<file path="config.mk">
export PLATFORM = sky130hd
export DESIGN_NAME = dpg_pwm_config
export DESIGN_NICKNAME = d
export VERILOG_FILES = /design/src/hw/dpg_pkg.sv /design/src/hw/dpg_pwm_config.sv
export SDC_FILE = /design/constraint.sdc
export NUM_CORES = 1
export LEC_CHECK = 0
export BUFFER_PORTS_ARGS = -buffer_cell sky130_fd_sc_hd__buf_2
export CAP_MARGIN = 5
export CORE_ASPECT_RATIO = 0.5
export CORE_UTILIZATION = 61
export DETAILED_ROUTE_END_ITERATION = 12
export GPL_TIMING_DRIVEN = 0
export PLACE_DENSITY = 0.81
export SLEW_MARGIN = 20
export SYNTH_ARGS = -nofsm -noshare
export SYNTH_HDL_FRONTEND = slang
export SYNTH_SLANG_ARGS = --single-unit
</file>
<file path="constraint.sdc">
create_clock -name sys_clk -period 5.1 [get_ports sys_clk]
set_clock_uncertainty 0.05 [all_clocks]
set_input_delay 0.51 -clock sys_clk [delete_from_list [all_inputs] [get_ports sys_clk]]
set_output_delay 0.51 -clock sys_clk [all_outputs]
set_load 0.01 [all_outputs]
</file>
<file path="src/hw/dpg_pkg.sv">
package dpg_pkg;
    // register frame: six address bits above eight data bits
    localparam int FRAME_W = 14;
    localparam int DATA_W = 10;
    localparam logic [5:0] ADDR_TRIM = 6'h0E;
    localparam logic [5:0] ADDR_OUT_EN = 6'h24;
    localparam logic [5:0] ADDR_OUT_SEL = 6'h27;
    // generator registers use a four-bit code; divider rides in the low address bits
    localparam logic [3:0] CODE_GEN0 = 4'h4;
    localparam logic [3:0] CODE_GEN1 = 4'h5;

    localparam logic [7:0] TRIM_RST = 8'h80;
    localparam logic [9:0] GEN_CFG_RST = 10'h000;
    localparam logic [7:0] OUT_EN_RST = 8'h00;
    localparam logic [7:0] OUT_SEL_RST = 8'h00;

    localparam int TRIM_MSB = 7;
    localparam int TRIM_LSB = 4;
    localparam int RANGE1_BIT = 3;
    localparam int RANGE0_BIT = 2;
    localparam int EN1_BIT = 1;
    localparam int EN0_BIT = 0;
    localparam int DIV_MSB = 9;
    localparam int DIV_LSB = 8;
    localparam int DUTY_MSB = 7;

    localparam logic [1:0] DIV_1024 = 2'h0;
    localparam logic [1:0] DIV_512 = 2'h1;
    localparam logic [1:0] DIV_256 = 2'h2;
    localparam logic [1:0] DIV_FORCE_ON = 2'h3;

    // timing: fine tick runs at FINE_MULT times the internal base clock
    localparam longint CLK_HZ = 250_000_000;
    localparam longint FINT_HZ = 102_400;
    localparam longint FINE_MULT = 20;
    localparam int FINE_PERIOD_CYC = int'(CLK_HZ / (FINT_HZ * FINE_MULT));
    localparam int DUTY_STEPS = 256;
    // fine ticks per duty step: divider / 256 * FINE_MULT
    localparam logic [6:0] STEP_LO_1024 = 7'h50;
    localparam logic [6:0] STEP_LO_512 = 7'h28;
    localparam logic [6:0] STEP_LO_256 = 7'h14;
    localparam logic [6:0] STEP_HI_128 = 7'h0A;
    localparam logic [6:0] STEP_HI_64 = 7'h05;
    localparam logic [6:0] STEP_HI_51 = 7'h04;

    // trim offsets in tenths of a percent, index = trim code
    localparam int TRIM_PERMIL [16] = '{0, -372, -319, -269, -210, -155, -109, -58,
                                        0, 43, 89, 140, 195, 256, 324, 400};
endpackage : dpg_pkg

</file>
<file path="src/hw/dpg_pwm_config.sv">
`timescale 1ns/1ps
`default_nettype none
module dpg_pwm_config (
    // clock and reset
    input wire logic sys_clk,
    input wire logic rst_n,
    // register access
    input wire logic reg_wr,
    input wire logic reg_rd,
    input wire logic [dpg_pkg::FRAME_W-1:0] reg_frame,
    output logic [dpg_pkg::DATA_W-1:0] reg_rdata,
    output logic reg_rvalid,
    // output stage
    output logic [7:0] pwm_drive,
    output logic [7:0] pwm_ctrl
);
    import dpg_pkg::*;

    localparam int NGEN = 2;

    // refuse a clock that the eight-bit prescaler cannot serve
    if (FINE_PERIOD_CYC < 2 || FINE_PERIOD_CYC > 255) begin : g_bad_period
        $error("fine tick period out of range");
    end

    // fine tick periods per trim code, worked out at elaboration
    function automatic logic [7:0] trim_period(input int code);
        int p;
        p = (FINE_PERIOD_CYC * 1000) / (1000 + TRIM_PERMIL[code]);
        return 8'(p);
    endfunction : trim_period

    function automatic logic [6:0] step_len(input logic range_hi, input logic [1:0] div);
        logic [6:0] r;
        r = range_hi ? STEP_HI_128 : STEP_LO_1024;
        unique case (div)
            DIV_512: r = range_hi ? STEP_HI_64 : STEP_LO_512;
            DIV_256: r = range_hi ? STEP_HI_51 : STEP_LO_256;
            default: r = range_hi ? STEP_HI_128 : STEP_LO_1024;
        endcase
        return r;
    endfunction : step_len

    logic [7:0] trim_ctrl;
    logic [9:0] gen_cfg [NGEN];
    logic [7:0] out_en;
    logic [7:0] out_sel;

    wire logic [5:0] frame_addr = reg_frame[13:8];
    wire logic [3:0] frame_code = reg_frame[13:10];
    wire logic [7:0] frame_data = reg_frame[7:0];
    wire logic hit_trim = frame_addr == ADDR_TRIM;
    wire logic hit_out_en = frame_addr == ADDR_OUT_EN;
    wire logic hit_out_sel = frame_addr == ADDR_OUT_SEL;
    wire logic hit_gen0 = frame_code == CODE_GEN0;
    wire logic hit_gen1 = frame_code == CODE_GEN1;

    // register writes
    always_ff @(posedge sys_clk or negedge rst_n) begin
        if (!rst_n) begin
            trim_ctrl <= TRIM_RST;
            gen_cfg[0] <= GEN_CFG_RST;
            gen_cfg[1] <= GEN_CFG_RST;
            out_en <= OUT_EN_RST;
            out_sel <= OUT_SEL_RST;
        end else if (reg_wr) begin
            if (hit_trim) trim_ctrl <= frame_data;
            if (hit_gen0) gen_cfg[0] <= reg_frame[9:0];
            if (hit_gen1) gen_cfg[1] <= reg_frame[9:0];
            if (hit_out_en) out_en <= frame_data;
            if (hit_out_sel) out_sel <= frame_data;
        end
    end

    // read mux; unmapped addresses answer zero
    logic [9:0] next_rdata;
    always_comb begin
        next_rdata = '0;
        if (hit_trim) next_rdata = {2'h0, trim_ctrl};
        else if (hit_gen0) next_rdata = gen_cfg[0];
        else if (hit_gen1) next_rdata = gen_cfg[1];
        else if (hit_out_en) next_rdata = {2'h0, out_en};
        else if (hit_out_sel) next_rdata = {2'h0, out_sel};
    end

    always_ff @(posedge sys_clk or negedge rst_n) begin
        if (!rst_n) begin
            reg_rdata <= '0;
            reg_rvalid <= 1'b0;
        end else begin
            reg_rvalid <= reg_rd;
            if (reg_rd) reg_rdata <= next_rdata;
        end
    end

    // trimmed base clock; reserved code 0000b runs nominal
    logic [7:0] trim_per [16];
    for (genvar t = 0; t < 16; t++) begin : g_trim
        assign trim_per[t] = trim_period(t);
    end
    wire logic [7:0] fine_period = trim_per[trim_ctrl[TRIM_MSB:TRIM_LSB]];
    logic [7:0] pre_cnt;
    wire logic fine_tick = pre_cnt >= fine_period - 8'h01;

    always_ff @(posedge sys_clk or negedge rst_n) begin
        if (!rst_n) pre_cnt <= '0;
        else pre_cnt <= fine_tick ? 8'h00 : pre_cnt + 8'h01;
    end

    // the two generators
    wire logic [NGEN-1:0] gen_en = {trim_ctrl[EN1_BIT], trim_ctrl[EN0_BIT]};
    wire logic [NGEN-1:0] gen_range = {trim_ctrl[RANGE1_BIT], trim_ctrl[RANGE0_BIT]};
    logic [NGEN-1:0] gen_out;

    for (genvar g = 0; g < NGEN; g++) begin : g_gen
        logic [6:0] tick_cnt;
        logic [7:0] phase;
        wire logic [1:0] div = gen_cfg[g][DIV_MSB:DIV_LSB];
        wire logic [7:0] duty = gen_cfg[g][DUTY_MSB:0];
        wire logic [6:0] len = step_len(gen_range[g], div);
        // >= so a shortened step after a divider change cannot overrun
        wire logic step_done = tick_cnt >= len - 7'h01;

        always_ff @(posedge sys_clk or negedge rst_n) begin
            if (!rst_n) begin
                tick_cnt <= '0;
                phase <= '0;
            end else if (!gen_en[g]) begin
                tick_cnt <= '0;
                phase <= '0;
            end else if (fine_tick) begin
                tick_cnt <= step_done ? 7'h00 : tick_cnt + 7'h01;
                if (step_done) phase <= phase + 8'h01;
            end
        end

        // phase wraps at 256 steps, so all-ones duty stays low one step
        assign gen_out[g] = gen_en[g] & ((div == DIV_FORCE_ON) | (phase < duty));
    end

    // output mapping; select alone never hands an output to PWM
    wire logic [7:0] next_drive = out_en & ((out_sel & {8{gen_out[1]}})
                                           | (~out_sel & {8{gen_out[0]}}));

    always_ff @(posedge sys_clk or negedge rst_n) begin
        if (!rst_n) begin
            pwm_drive <= '0;
            pwm_ctrl <= '0;
        end else begin
            pwm_drive <= next_drive;
            pwm_ctrl <= out_en;
        end
    end
endmodule : dpg_pwm_config
`default_nettype wire
</file>
==> reports/qor.txt, run 1 <==
Reg clk slew, reported paths: 0.08 ns
PD cells: 367 mW/mm^2
Port buffer count: 43
Routed wire length: 13.9 mm
Hold Violations, Final: 0
Reg2reg start: trim_ctrl[5]
Starting Density: 0.644
Worst Hold End: reg_rvalid
CP Data Required Time: 5.29 ns
Post_cts resized: 0
Slew @ Worst Pin: 1.05 ns
P&R area growth vs syn: 12.4%
Finished Layout Cells: 773
DR DRC count: 0
TritonCTS clock tree: yes
Relative slew slack: 0.291
Initial antenna violation count: 0
Number of global-route vias before repair: 4489
Clock root buffer: clkbuf_16
Hold Crit Start: reg_rd
R2r endpoint: g_gen[1].tick_cnt[5]
Initial DRT Pass Iterations: 5
TritonCTS Buffers: 9
Worst hold-check path type: input pin to register
DR vias/cell: 6.02
Worst setup path class: register to register
GRT Util Overall: 0.280
Status: finished clean
Setup Buffers After CTS: 0
Antenna cell count: 0
CP Launch Type: register
Synthesized cell area: 0.00622 mm^2
FF+latch count, synth: 109
Largest area contributor in the netlist: dfrtp_1
Yosys warns: 0
Endpoints failing setup: 0
Placed cells: 756
RSZ-0062 raised after global routing: no
Slew Viols, Final: 0
H-tree Lvls: 3
Post-synth EDFFs: 0
Most frequent cells in the layout: dfrtp_1 (108), ha_1 (56), buf_2 (45)
Worst vdd ir: 0.187 mV
Pwr Total: 2.57 mW
Core area: 0.00967 mm^2
WL per Instance: 17.9 um
Sequential element share of the synthesized area: 0.438
Ys flop type: dfrtp_1
Worst R2R Path Depth: 14
Grt total ovfl: 0
Crit end category: register
Clock Latency Late Sink: 0.36 ns
IO Pins: 45
Largest net degree at the start of global routing: 83
Row count: 25
Via count: 4651
Hold path cells: 1
Max-cap violations: 0
Fillcell total: 683
Final Net Count: 707
Share of layout cells above drive strength 1: 0.205
Die width: 145 um
Die Y-Extent: 73.4 um
Most common cell after layout, fill and taps aside: dfrtp_1
Unique masters post-synth: 66
TritonCTS Sinks: 109
Crit path max fanout: 10
GP Congestion: 0.858
CP Data Arrival Time: 4.53 ns
Synth async-reset ratio: 1.00
Detail Placement HPWL: 9.90 mm
Iter 0 DRT Violations: 286
Avg Inst Size Synth: 10.8 um^2
Final period utilization: 0.851
P_leak: 3.38 nW
Cells after Synth: 577
Die area: 0.0106 mm^2
Share of the synthesized area in the top cell type: 0.434
Final Critical Period: 4.34 ns
Final ANT Viol Nets: 0
Fmax: 230 MHz
R2r setup slk: 0.76 ns
Clock Tree Buf Depth: 2
Leading post-synthesis cells by cell area: dfrtp_1 (43%), ha_1 (11%), mux2_2 (8.0%)
First-pass GRT wire length: 22.4 mm
Setup TNS: 0 ns
Syn_nets: 651
## worst max-delay path: stages (launching register included)
cell	delay, ns
dfrtp_1	0.54
inv_1	0.19
ha_1	0.21
or2_2	0.29
a32oi_1	0.39
o2111a_1	0.31
nor2b_1	0.18
nor3b_1	0.20
nor3_1	0.07
ha_1	0.31
nand3_1	0.11
o31ai_2	0.81
nor2_1	0.24
o21ai_0	0.23
o31ai_1	0.09
## metrics by stage
stage	utilization	area [um^2]	setup slack, ns	hold WS, ns
final	0.724	7000	0.760	0.242
after floorplan	-	6220	1.59	0.164
after global routing	0.724	7000	0.545	0.244
after global placement	0.684	6610	0.935	0.358
after CTS	0.724	7000	0.842	0.235
after detailed placement	0.687	6640	0.838	0.345
## area by class of cell
type | instances | area (um^2) | share of cell area
Multi-Input combinational cell | 423 | 3310 | 0.473
Clock buffer | 10 | 239 | 0.0342
Clock inverter | 6 | 105 | 0.0150
Sequential cell | 109 | 2730 | 0.390
Inverter | 31 | 116 | 0.0166
Buffer | 14 | 67.6 | 0.00966
Timing Repair Buffer | 45 | 259 | 0.0370
Tap cell | 135 | 169 | 0.0241
## timing repair
item | CTS | global route
setup endpoints to repair | 0 | 0
hold endpoints to repair | 27 | 0
hold buffers | 1 | 0
## report_power, final
group / switching, mW / internal (mW)
Clock: 0.339 / 0.454
Combinational: 0.384 / 0.299
Sequential: 0.115 / 0.976
## Yosys cell counts, drive strengths merged (8+ instances only)
library cell	instances
a31oi	8
a22oi	11
mux2	45
inv	30
nor2	40
clkbuf	9
nand3	22
a21o	9
o21ai	20
nand2b	18
xor2	12
mux2i	14
nor2b	15
dfrtp	108
a21oi	21
ha	56
nand2	40
## how the worst max path moves through the flow
| stage | start | endpoint | cells past startpoint |
|---|---|---|---|
| 2_1_floorplan | trim_ctrl[5] | g_gen[0].phase[0] | 15 |
| 3_3_place_gp | trim_ctrl[5] | g_gen[1].tick_cnt[6] | 14 |
| 3_5_place_dp | trim_ctrl[5] | g_gen[1].tick_cnt[6] | 14 |
| 4_1_cts | trim_ctrl[5] | g_gen[1].tick_cnt[5] | 14 |
| 5_1_grt | trim_ctrl[5] | g_gen[1].tick_cnt[6] | 14 |
| 6_report | trim_ctrl[5] | g_gen[1].tick_cnt[5] | 14 |
## layer usage
metal / vias to the layer above / share of wire / track usage
met5: - / 0 / 0
met4: 0 / 0.011 / 0.0760
met3: 15 / 0.044 / 0.0469
met2: 97 / 0.48 / 0.468
met1: 2342 / 0.46 / 0.381
li1: 2197 / - / -
## sequential cells by signal, indices dropped and copies added, names as in the netlist
name            cells
trim_ctrl           8
g_gen.phase        16
pwm_ctrl            8
out_sel             8
g_gen.div           4
out_en              8
reg_rdata          10
g_gen.duty         16
reg_rvalid          1
pwm_drive           8
pre_cnt             8
g_gen.tick_cnt     14
## cell families (layout without fill, tap and decap cells)
family | count (synthesis) | in the layout | share of synthesized area
adder cells (fa/ha/maj) | 56 | 56 | 0.113
flip-flops | 109 | 109 | 0.438
multiplexers | 59 | 59 | 0.105
AND/OR/NAND/NOR | 177 | 177 | 0.155
AO/OA/AOI/OAI | 112 | 112 | 0.133
buffers and inverters | 45 | 106 | 0.0295
XOR/XNOR | 19 | 19 | 0.0267
(Power assumes the default switching activity.)
==> inputs of run 2 (changes only) <==
--- a/config.mk
+++ b/config.mk
@@ -5,7 +5,7 @@
 export SDC_FILE = /design/constraint.sdc
 export NUM_CORES = 1
 export LEC_CHECK = 0
-export BUFFER_PORTS_ARGS = -buffer_cell sky130_fd_sc_hd__buf_2
+export BUFFER_PORTS_ARGS = -buffer_cell sky130_fd_sc_hd__clkbuf_2
 export CAP_MARGIN = 5
 export CORE_ASPECT_RATIO = 0.5
 export CORE_UTILIZATION = 61
==> run 2 against run 1 <==
  * Final area decreased by 0.43%
  * Cell count unchanged
  * Sequential power barely moved
  * Die area unchanged
  * Non-clock buffer count did not move
  * Register-to-register slack got worse by 0.04 ns
  * Sequential share of layout area up 0.17 points
  * Critical path type unchanged
  * Largest cell class unchanged
  * Largest power group unchanged
  * Highest routed layer is now met5
==> reports/qor.txt, run 2 (synthesis gave the netlist of run 1 again) <==
Finished Layout Cells: 773 (unchanged)
Routed wire length: 14.1 mm (+1.5%)
Switching Fraction: 0.337 (+0.0101)
TritonCTS Sinks: 109 (unchanged)
Hold Violations, Final: 0 (unchanged)
Status: finished clean
Iter 0 DRT Violations: 309 (+8.0%)
CP Launch Type: register
Final Net Count: 707 (unchanged)
Die Y-Extent: 73.4 um (unchanged)
DR DRC count: 0 (unchanged)
P_leak: 3.35 nW (-0.85%)
Logic pwr share: 0.274 (+0.008)
Via count: 4736 (+1.8%)
TritonCTS Buffers: 9 (unchanged)
Final period utilization: 0.860 (+0.00861)
CP Data Required Time: 5.29 ns (about the same)
Antenna cell count: 0 (unchanged)
Fillcell total: 695 (+1.8%)
PD cells: 361 mW/mm^2 (-1.7%)
Worst vdd ir: 0.199 mV (+6.5%)
Relative slew slack: 0.244 (-0.0474)
Sequential Power Share: 0.435 (+0.010)
Crit path from: trim_ctrl[5]
DR vias/cell: 6.13 (+1.8%)
Initial antenna violation count: 0 (unchanged)
Clock Latency Late Sink: 0.35 ns (about the same)
Hold Crit Start: reg_rd
Placed cells: 756 (unchanged)
Initial DRT Pass Iterations: 5 (unchanged)
Clock root buffer: clkbuf_16
Reg2reg start: trim_ctrl[5]
Pre-CTS setup slack: 0.833 ns (-0.00465 ns)
Slew @ Worst Pin: 1.12 ns (+0.0705 ns)
Slew Viols, Final: 0 (unchanged)
Fmax: 228 MHz (-1.0%)
Design area: 0.00697 mm^2 (-0.43%)
CP Data Arrival Time: 4.57 ns (+0.04 ns)
Worst setup path class: register to register
DP Area: 0.00665 mm^2 (about the same)
Largest net degree at the start of global routing: 84 (+1.2%)
Worst hold-check path type: input pin to register
P&R area growth vs syn: 11.9%
Fin util: 0.721 (-0.00311)
H-tree Lvls: 3 (unchanged)
TritonCTS clock tree: yes
Grt total ovfl: 0 (unchanged)
Port buffer count: 43 (unchanged)
Clock Tree Buf Depth: 2 (unchanged)
Clock power share: 0.291 (-0.018)
First-pass GRT wire length: 23.0 mm (+2.6%)
Die area: 0.0106 mm^2 (unchanged)
Reg clk slew, reported paths: 0.08 ns (about the same)
Detail Placement HPWL: 9.90 mm (about the same)
Core area: 0.00967 mm^2 (unchanged)
Most frequent cells in the layout: dfrtp_1 (108), ha_1 (56), mux2_2 (44)
IO Pins: 45 (unchanged)
GRT Util Overall: 0.288 (+0.00737)
Share of layout cells above drive strength 1: 0.204 (-0.00157)
Setup TNS: 0 ns (unchanged)
Die width: 145 um (unchanged)
RSZ-0062 raised after global routing: no
Starting Density: 0.644 (unchanged)
Hold_ws: 0.250 ns (+0.00799 ns)
Crit path max fanout: 10 (unchanged)
Crit end category: register
Setup Buffers After CTS: 0 (unchanged)
Final setup margin: 0.716 ns (-0.0439 ns)
Max-cap violations: 0 (unchanged)
P_sw: 0.846 mW (+0.93%)
FF+latch area: 0.00273 mm^2 (unchanged)
WL per Instance: 18.2 um (+1.5%)
Endpoints failing setup: 0 (unchanged)
Final ANT Viol Nets: 0 (unchanged)
GP Congestion: 0.857 (about the same)
Multi-input combinational cell area: 0.00331 mm^2 (unchanged)
Number of global-route vias before repair: 4618 (+2.9%)
Row count: 25 (unchanged)
Int Pwr: 1.67 mW (-3.6%)
Final Critical Period: 4.38 ns (+0.0439 ns)
Pwr Total: 2.51 mW (-2.1%)
Most common cell after layout, fill and taps aside: dfrtp_1
run 2: path summary, 6_finish.rpt:
kind	end	slack (ns)	cells after the start
max	g_gen[1].tick_cnt[6]	0.72	14
min	reg_rvalid	0.25	1
max reg2reg	g_gen[1].tick_cnt[6]	0.72	14
min reg2reg	pwm_ctrl[5]	0.37	0
max in group asynchronous	trim_ctrl[7]	3.76	3
min in group asynchronous	g_gen[1].tick_cnt[4]	0.54	2
run 2: cell type report:
class | count | area share
plain buffers | 14 | 0.00970
clock buffers | 10 | 0.0329
multi-input cells | 423 | 0.475
clock inverters | 6 | 0.0119
inverters | 31 | 0.0167
repair buffers | 45 | 0.0375
well taps | 135 | 0.0242
flip-flops and latches | 109 | 0.392
run 2: critical path, stage by stage, from the launching register on:
cell and delay [ns]:
dfrtp_1 0.55, inv_1 0.19, ha_1 0.21, or2_2 0.28
a32oi_1 0.37, o2111a_1 0.29, nor2b_1 0.19, nor3b_1 0.20
nor3_1 0.07, ha_1 0.32, nand3_1 0.14, o31ai_2 0.84
nor2_1 0.24, o21ai_0 0.22, o31ai_1 0.09
run 2: metal layers:
layer | global-route usage | share of wire
met1 | 0.389 | 0.47
met2 | 0.478 | 0.48
met3 | 0.0561 | 0.036
met4 | 0.0702 | 0.011
met5 | 0.0335 | 0.0029
run 2: repair_timing:
action	in CTS	in global routing
hold endpoints to repair	26	0
hold buffers	1	0
resized for setup	0	0
run 2: power by group through the flow:
stage	clock, mW	sequential (mW)	combinational [mW]
after floorplan	0	1.08	0.495
after global routing	0.775	1.11	0.766
final	0.731	1.09	0.689
after detailed placement	0	1.10	0.676
after CTS	0.737	1.09	0.689
after global placement	0	1.10	0.636
==> inputs of run 3 (changes only) <==
--- a/config.mk
+++ b/config.mk
@@ -5,13 +5,13 @@
 export SDC_FILE = /design/constraint.sdc
 export NUM_CORES = 1
 export LEC_CHECK = 0
+export ABC_AREA = 1
 export BUFFER_PORTS_ARGS = -buffer_cell sky130_fd_sc_hd__clkbuf_2
 export CAP_MARGIN = 5
 export CORE_ASPECT_RATIO = 0.5
 export CORE_UTILIZATION = 61
 export DETAILED_ROUTE_END_ITERATION = 12
-export GPL_TIMING_DRIVEN = 0
-export PLACE_DENSITY = 0.81
+export PLACE_DENSITY = 0.8
 export SLEW_MARGIN = 20
 export SYNTH_ARGS = -nofsm -noshare
 export SYNTH_HDL_FRONTEND = slang
==> run 3 against run 2 <==
  * Fmax increased by 30%
  * Utilization decreased by 3.0 points
  * Die area increased by 4.9%
  * Synthesized cell count increased by 43%
  * First-iteration DRC count increased by 40%
  * Power decreased by 4.4%
  * Combinational power decreased by 9.7%
  * Clock power decreased by 4.5%
  * Critical endpoint is now g_gen[0].phase[3]
  * Highest routed layer is now met4
==> reports/qor.txt, run 3 <==
Yosys warns: 0 (unchanged)
Post_cts resized: 0 (unchanged)
Starting Density: 0.634 (-0.0103)
Iter 0 DRT Violations: 434 (+40%)
Share of the synthesized area in the top cell type: 0.414 (-0.0206)
Status: finished clean
Die width: 148 um (+2.4%)
Design area: 0.00713 mm^2 (+2.3%)
Largest area contributor in the netlist: dfrtp_1
CP Launch Type: register
Worst setup path class: register to register
Sequential element share of the synthesized area: 0.418 (-0.0208)
Final Net Count: 934 (+32%)
Synth async-reset ratio: 1.00 (unchanged)
Most common cell after layout, fill and taps aside: nand2_1
Grt total ovfl: 0 (unchanged)
Int Pwr: 1.54 mW (-7.5%)
Number of global-route vias before repair: 5228 (+13%)
Port buffer count: 44 (+2.3%)
Final ANT Viol Nets: 0 (unchanged)
Final Critical Period: 3.37 ns (-1.01 ns)
CP Data Required Time: 5.33 ns (+0.04 ns)
DP Area: 0.00684 mm^2 (+2.9%)
Worst path max stage delay: 0.53 ns (-0.31 ns)
Row count: 26 (+4.0%)
Reg clk slew, reported paths: 0.07 ns (about the same)
Synthesized cell area: 0.00654 mm^2 (+5.0%)
TritonCTS Buffers: 9 (unchanged)
Final period utilization: 0.662 (-0.198)
Share of layout cells above drive strength 1: 0.0995 (-0.104)
IO Pins: 45 (unchanged)
Worst R2R Path Depth: 15 (+1)
Initial antenna violation count: 0 (unchanged)
Initial DRT Pass Iterations: 5 (unchanged)
WL per Instance: 15.2 um (-17%)
PD cells: 337 mW/mm^2 (-6.6%)
Clock power share: 0.291 (about the same)
Setup Buffers After CTS: 0 (unchanged)
Max-cap violations: 0 (unchanged)
H-tree Lvls: 3 (unchanged)
Fmax: 296 MHz (+30%)
Worst path cell trace: inv_1 -> ha_1 -> a22oi_1 -> inv_1 -> ha_1 -> nand2_1 -> xor2_1 -> inv_1 -> ha_1 -> nand2_1 -> nor2_1 -> nand2_1 -> nand2_2 -> nand4_1 -> nand2_1
Syn_nets: 899 (+38%)
Synth cell count leaders: nand2_1 (194), inv_1 (111), dfrtp_1 (108), nor2_1 (79), o21ai_0 (62)
Most numerous cell in the Yosys netlist: nand2_1
Endpoints failing setup: 0 (unchanged)
Multi-input combinational cell area: 0.00328 mm^2 (-1.1%)
Crit end category: register
Worst vdd ir: 0.183 mV (-7.9%)
Routed wire length: 15.2 mm (+8.2%)
Clock Latency Late Sink: 0.36 ns (about the same)
Largest net degree at the start of global routing: 62 (-26%)
Core area: 0.0103 mm^2 (+6.7%)
Pre-CTS setup slack: 1.45 ns (+0.612 ns)
Die area: 0.0112 mm^2 (+4.9%)
Die Y-Extent: 75.2 um (+2.4%)
Cts hold-fix bufs: 0 (-1)
Sequential Power Share: 0.451 (+0.016)
FF+latch area: 0.00273 mm^2 (unchanged)
GP Congestion: 0.852 (-0.60%)
TritonCTS Sinks: 109 (unchanged)
Leading post-synthesis cells by cell area: dfrtp_1 (41%), nand2_1 (11%), ha_1 (11%)
Hold Violations, Final: 0 (unchanged)
Final setup margin: 1.73 ns (+1.01 ns)
Reg2reg start: trim_ctrl[4]
Via count: 5569 (+18%)
Post-synth EDFFs: 0 (unchanged)
DR DRC count: 0 (unchanged)
Slew Viols, Final: 0 (unchanged)
Setup TNS: 0 ns (unchanged)
Detail Placement HPWL: 10.9 mm (+10%)
Pwr Total: 2.40 mW (-4.4%)
Cells after Synth: 825 (+43%)
P_sw: 0.860 mW (+1.7%)
Logic pwr share: 0.259 (-0.015)
Slew @ Worst Pin: 1.00 ns (-0.120 ns)
Most frequent CP cell: nand2_1
RSZ-0062 raised after global routing: no
Crit path max fanout: 35 (+25)
P_leak: 3.86 nW (+15%)
Avg Inst Size Synth: 7.92 um^2 (-27%)
GRT Util Overall: 0.298 (+0.0101)
FF+latch count, synth: 109 (unchanged)
Relative slew slack: 0.330 (+0.0865)
First-pass GRT wire length: 25.3 mm (+10%)
Switching Fraction: 0.358 (+0.0216)
TritonCTS clock tree: yes
Antenna cell count: 0 (unchanged)
CP Data Arrival Time: 3.61 ns (-0.96 ns)
P&R area growth vs syn: 9.08%
Clock root buffer: clkbuf_16
Crit-path slowest cell: nand2_2
Clock Tree Buf Depth: 2 (unchanged)
Unique masters post-synth: 39 (-41%)
Most frequent cells in the layout: nand2_1 (193), inv_1 (111), dfrtp_1 (108)
Worst hold-check path type: input pin to async pin
Fillcell total: 815 (+17%)
Ys flop type: dfrtp_1
DR vias/cell: 5.55 (-9.5%)
Crit path from: trim_ctrl[4]
[run 3: changes by cell type after synthesis, moves of 23 or more]
cell / before / now
nand2_1: 38 / 194
inv_1: 30 / 111
o21ai_0: 19 / 62
mux2_2: 44 / 2
nor2_1: 39 / 79
nand3_1: 22 / 45
[run 3: worst paths after layout]
kind	end	slack, ns
min in group sys_clk	pwm_ctrl[6]	0.39
setup reg to reg	g_gen[0].phase[3]	1.73
hold / removal	g_gen[1].tick_cnt[6]	0.12
setup / recovery	g_gen[0].phase[3]	1.73
max in group asynchronous	pwm_drive[7]	3.65
hold reg to reg	pwm_ctrl[6]	0.39
[run 3: worst max-delay path, delay by kind of cell, from the launching register on]
kind            cells  cell delay (ns)
compound gates      1             0.23
xor+xnor            1             0.16
fa+ha+maj           3             0.87
buf+inv             3             0.32
flops               1             0.46
simple gates        7             1.20
[run 3: layout make-up]
class	count	area share
multi-input cells	581	0.460
flip-flops and latches	109	0.383
clock inverters	6	0.00913
repair buffers	45	0.0323
well taps	140	0.0246
inverters	114	0.0600
clock buffers	9	0.0316
[run 3: cell families after synthesis]
family / after synthesis / synth area share
AO/OA/AOI/OAI: 124 / 0.105
adder cells (fa/ha/maj): 56 / 0.107
AND/OR/NAND/NOR: 371 / 0.248
flip-flops: 109 / 0.418
multiplexers: 2 / 0.00345
buffers and inverters: 135 / 0.0816
XOR/XNOR: 28 / 0.0375
[run 3: layer usage]
| metal | track usage | routed length (um) |
|---|---|---|
| met5 | 0 | 0 |
| met4 | 0.0733 | 116 |
| met3 | 0.0691 | 1070 |
| met2 | 0.495 | 7020 |
| met1 | 0.402 | 7000 |
[run 3: stage by stage]
step	util	instances	hold slack, ns
6_report	0.691	1004	0.118
5_1_grt	0.691	1004	0.170
4_1_cts	0.691	1004	0.147
3_5_place_dp	0.663	989	0.366
3_3_place_gp	0.663	989	0.367
2_1_floorplan	-	825	0.164
[run 3: power by group through the flow]
stage                     clock network (mW)  logic [mW]  registers [mW]
after floorplan                            0       0.464            1.06
after global placement                     0       0.590            1.09
after detailed placement                   0       0.617            1.09
after CTS                              0.707       0.623            1.08
after global routing                   0.737       0.725            1.10
final                                  0.698       0.622            1.08
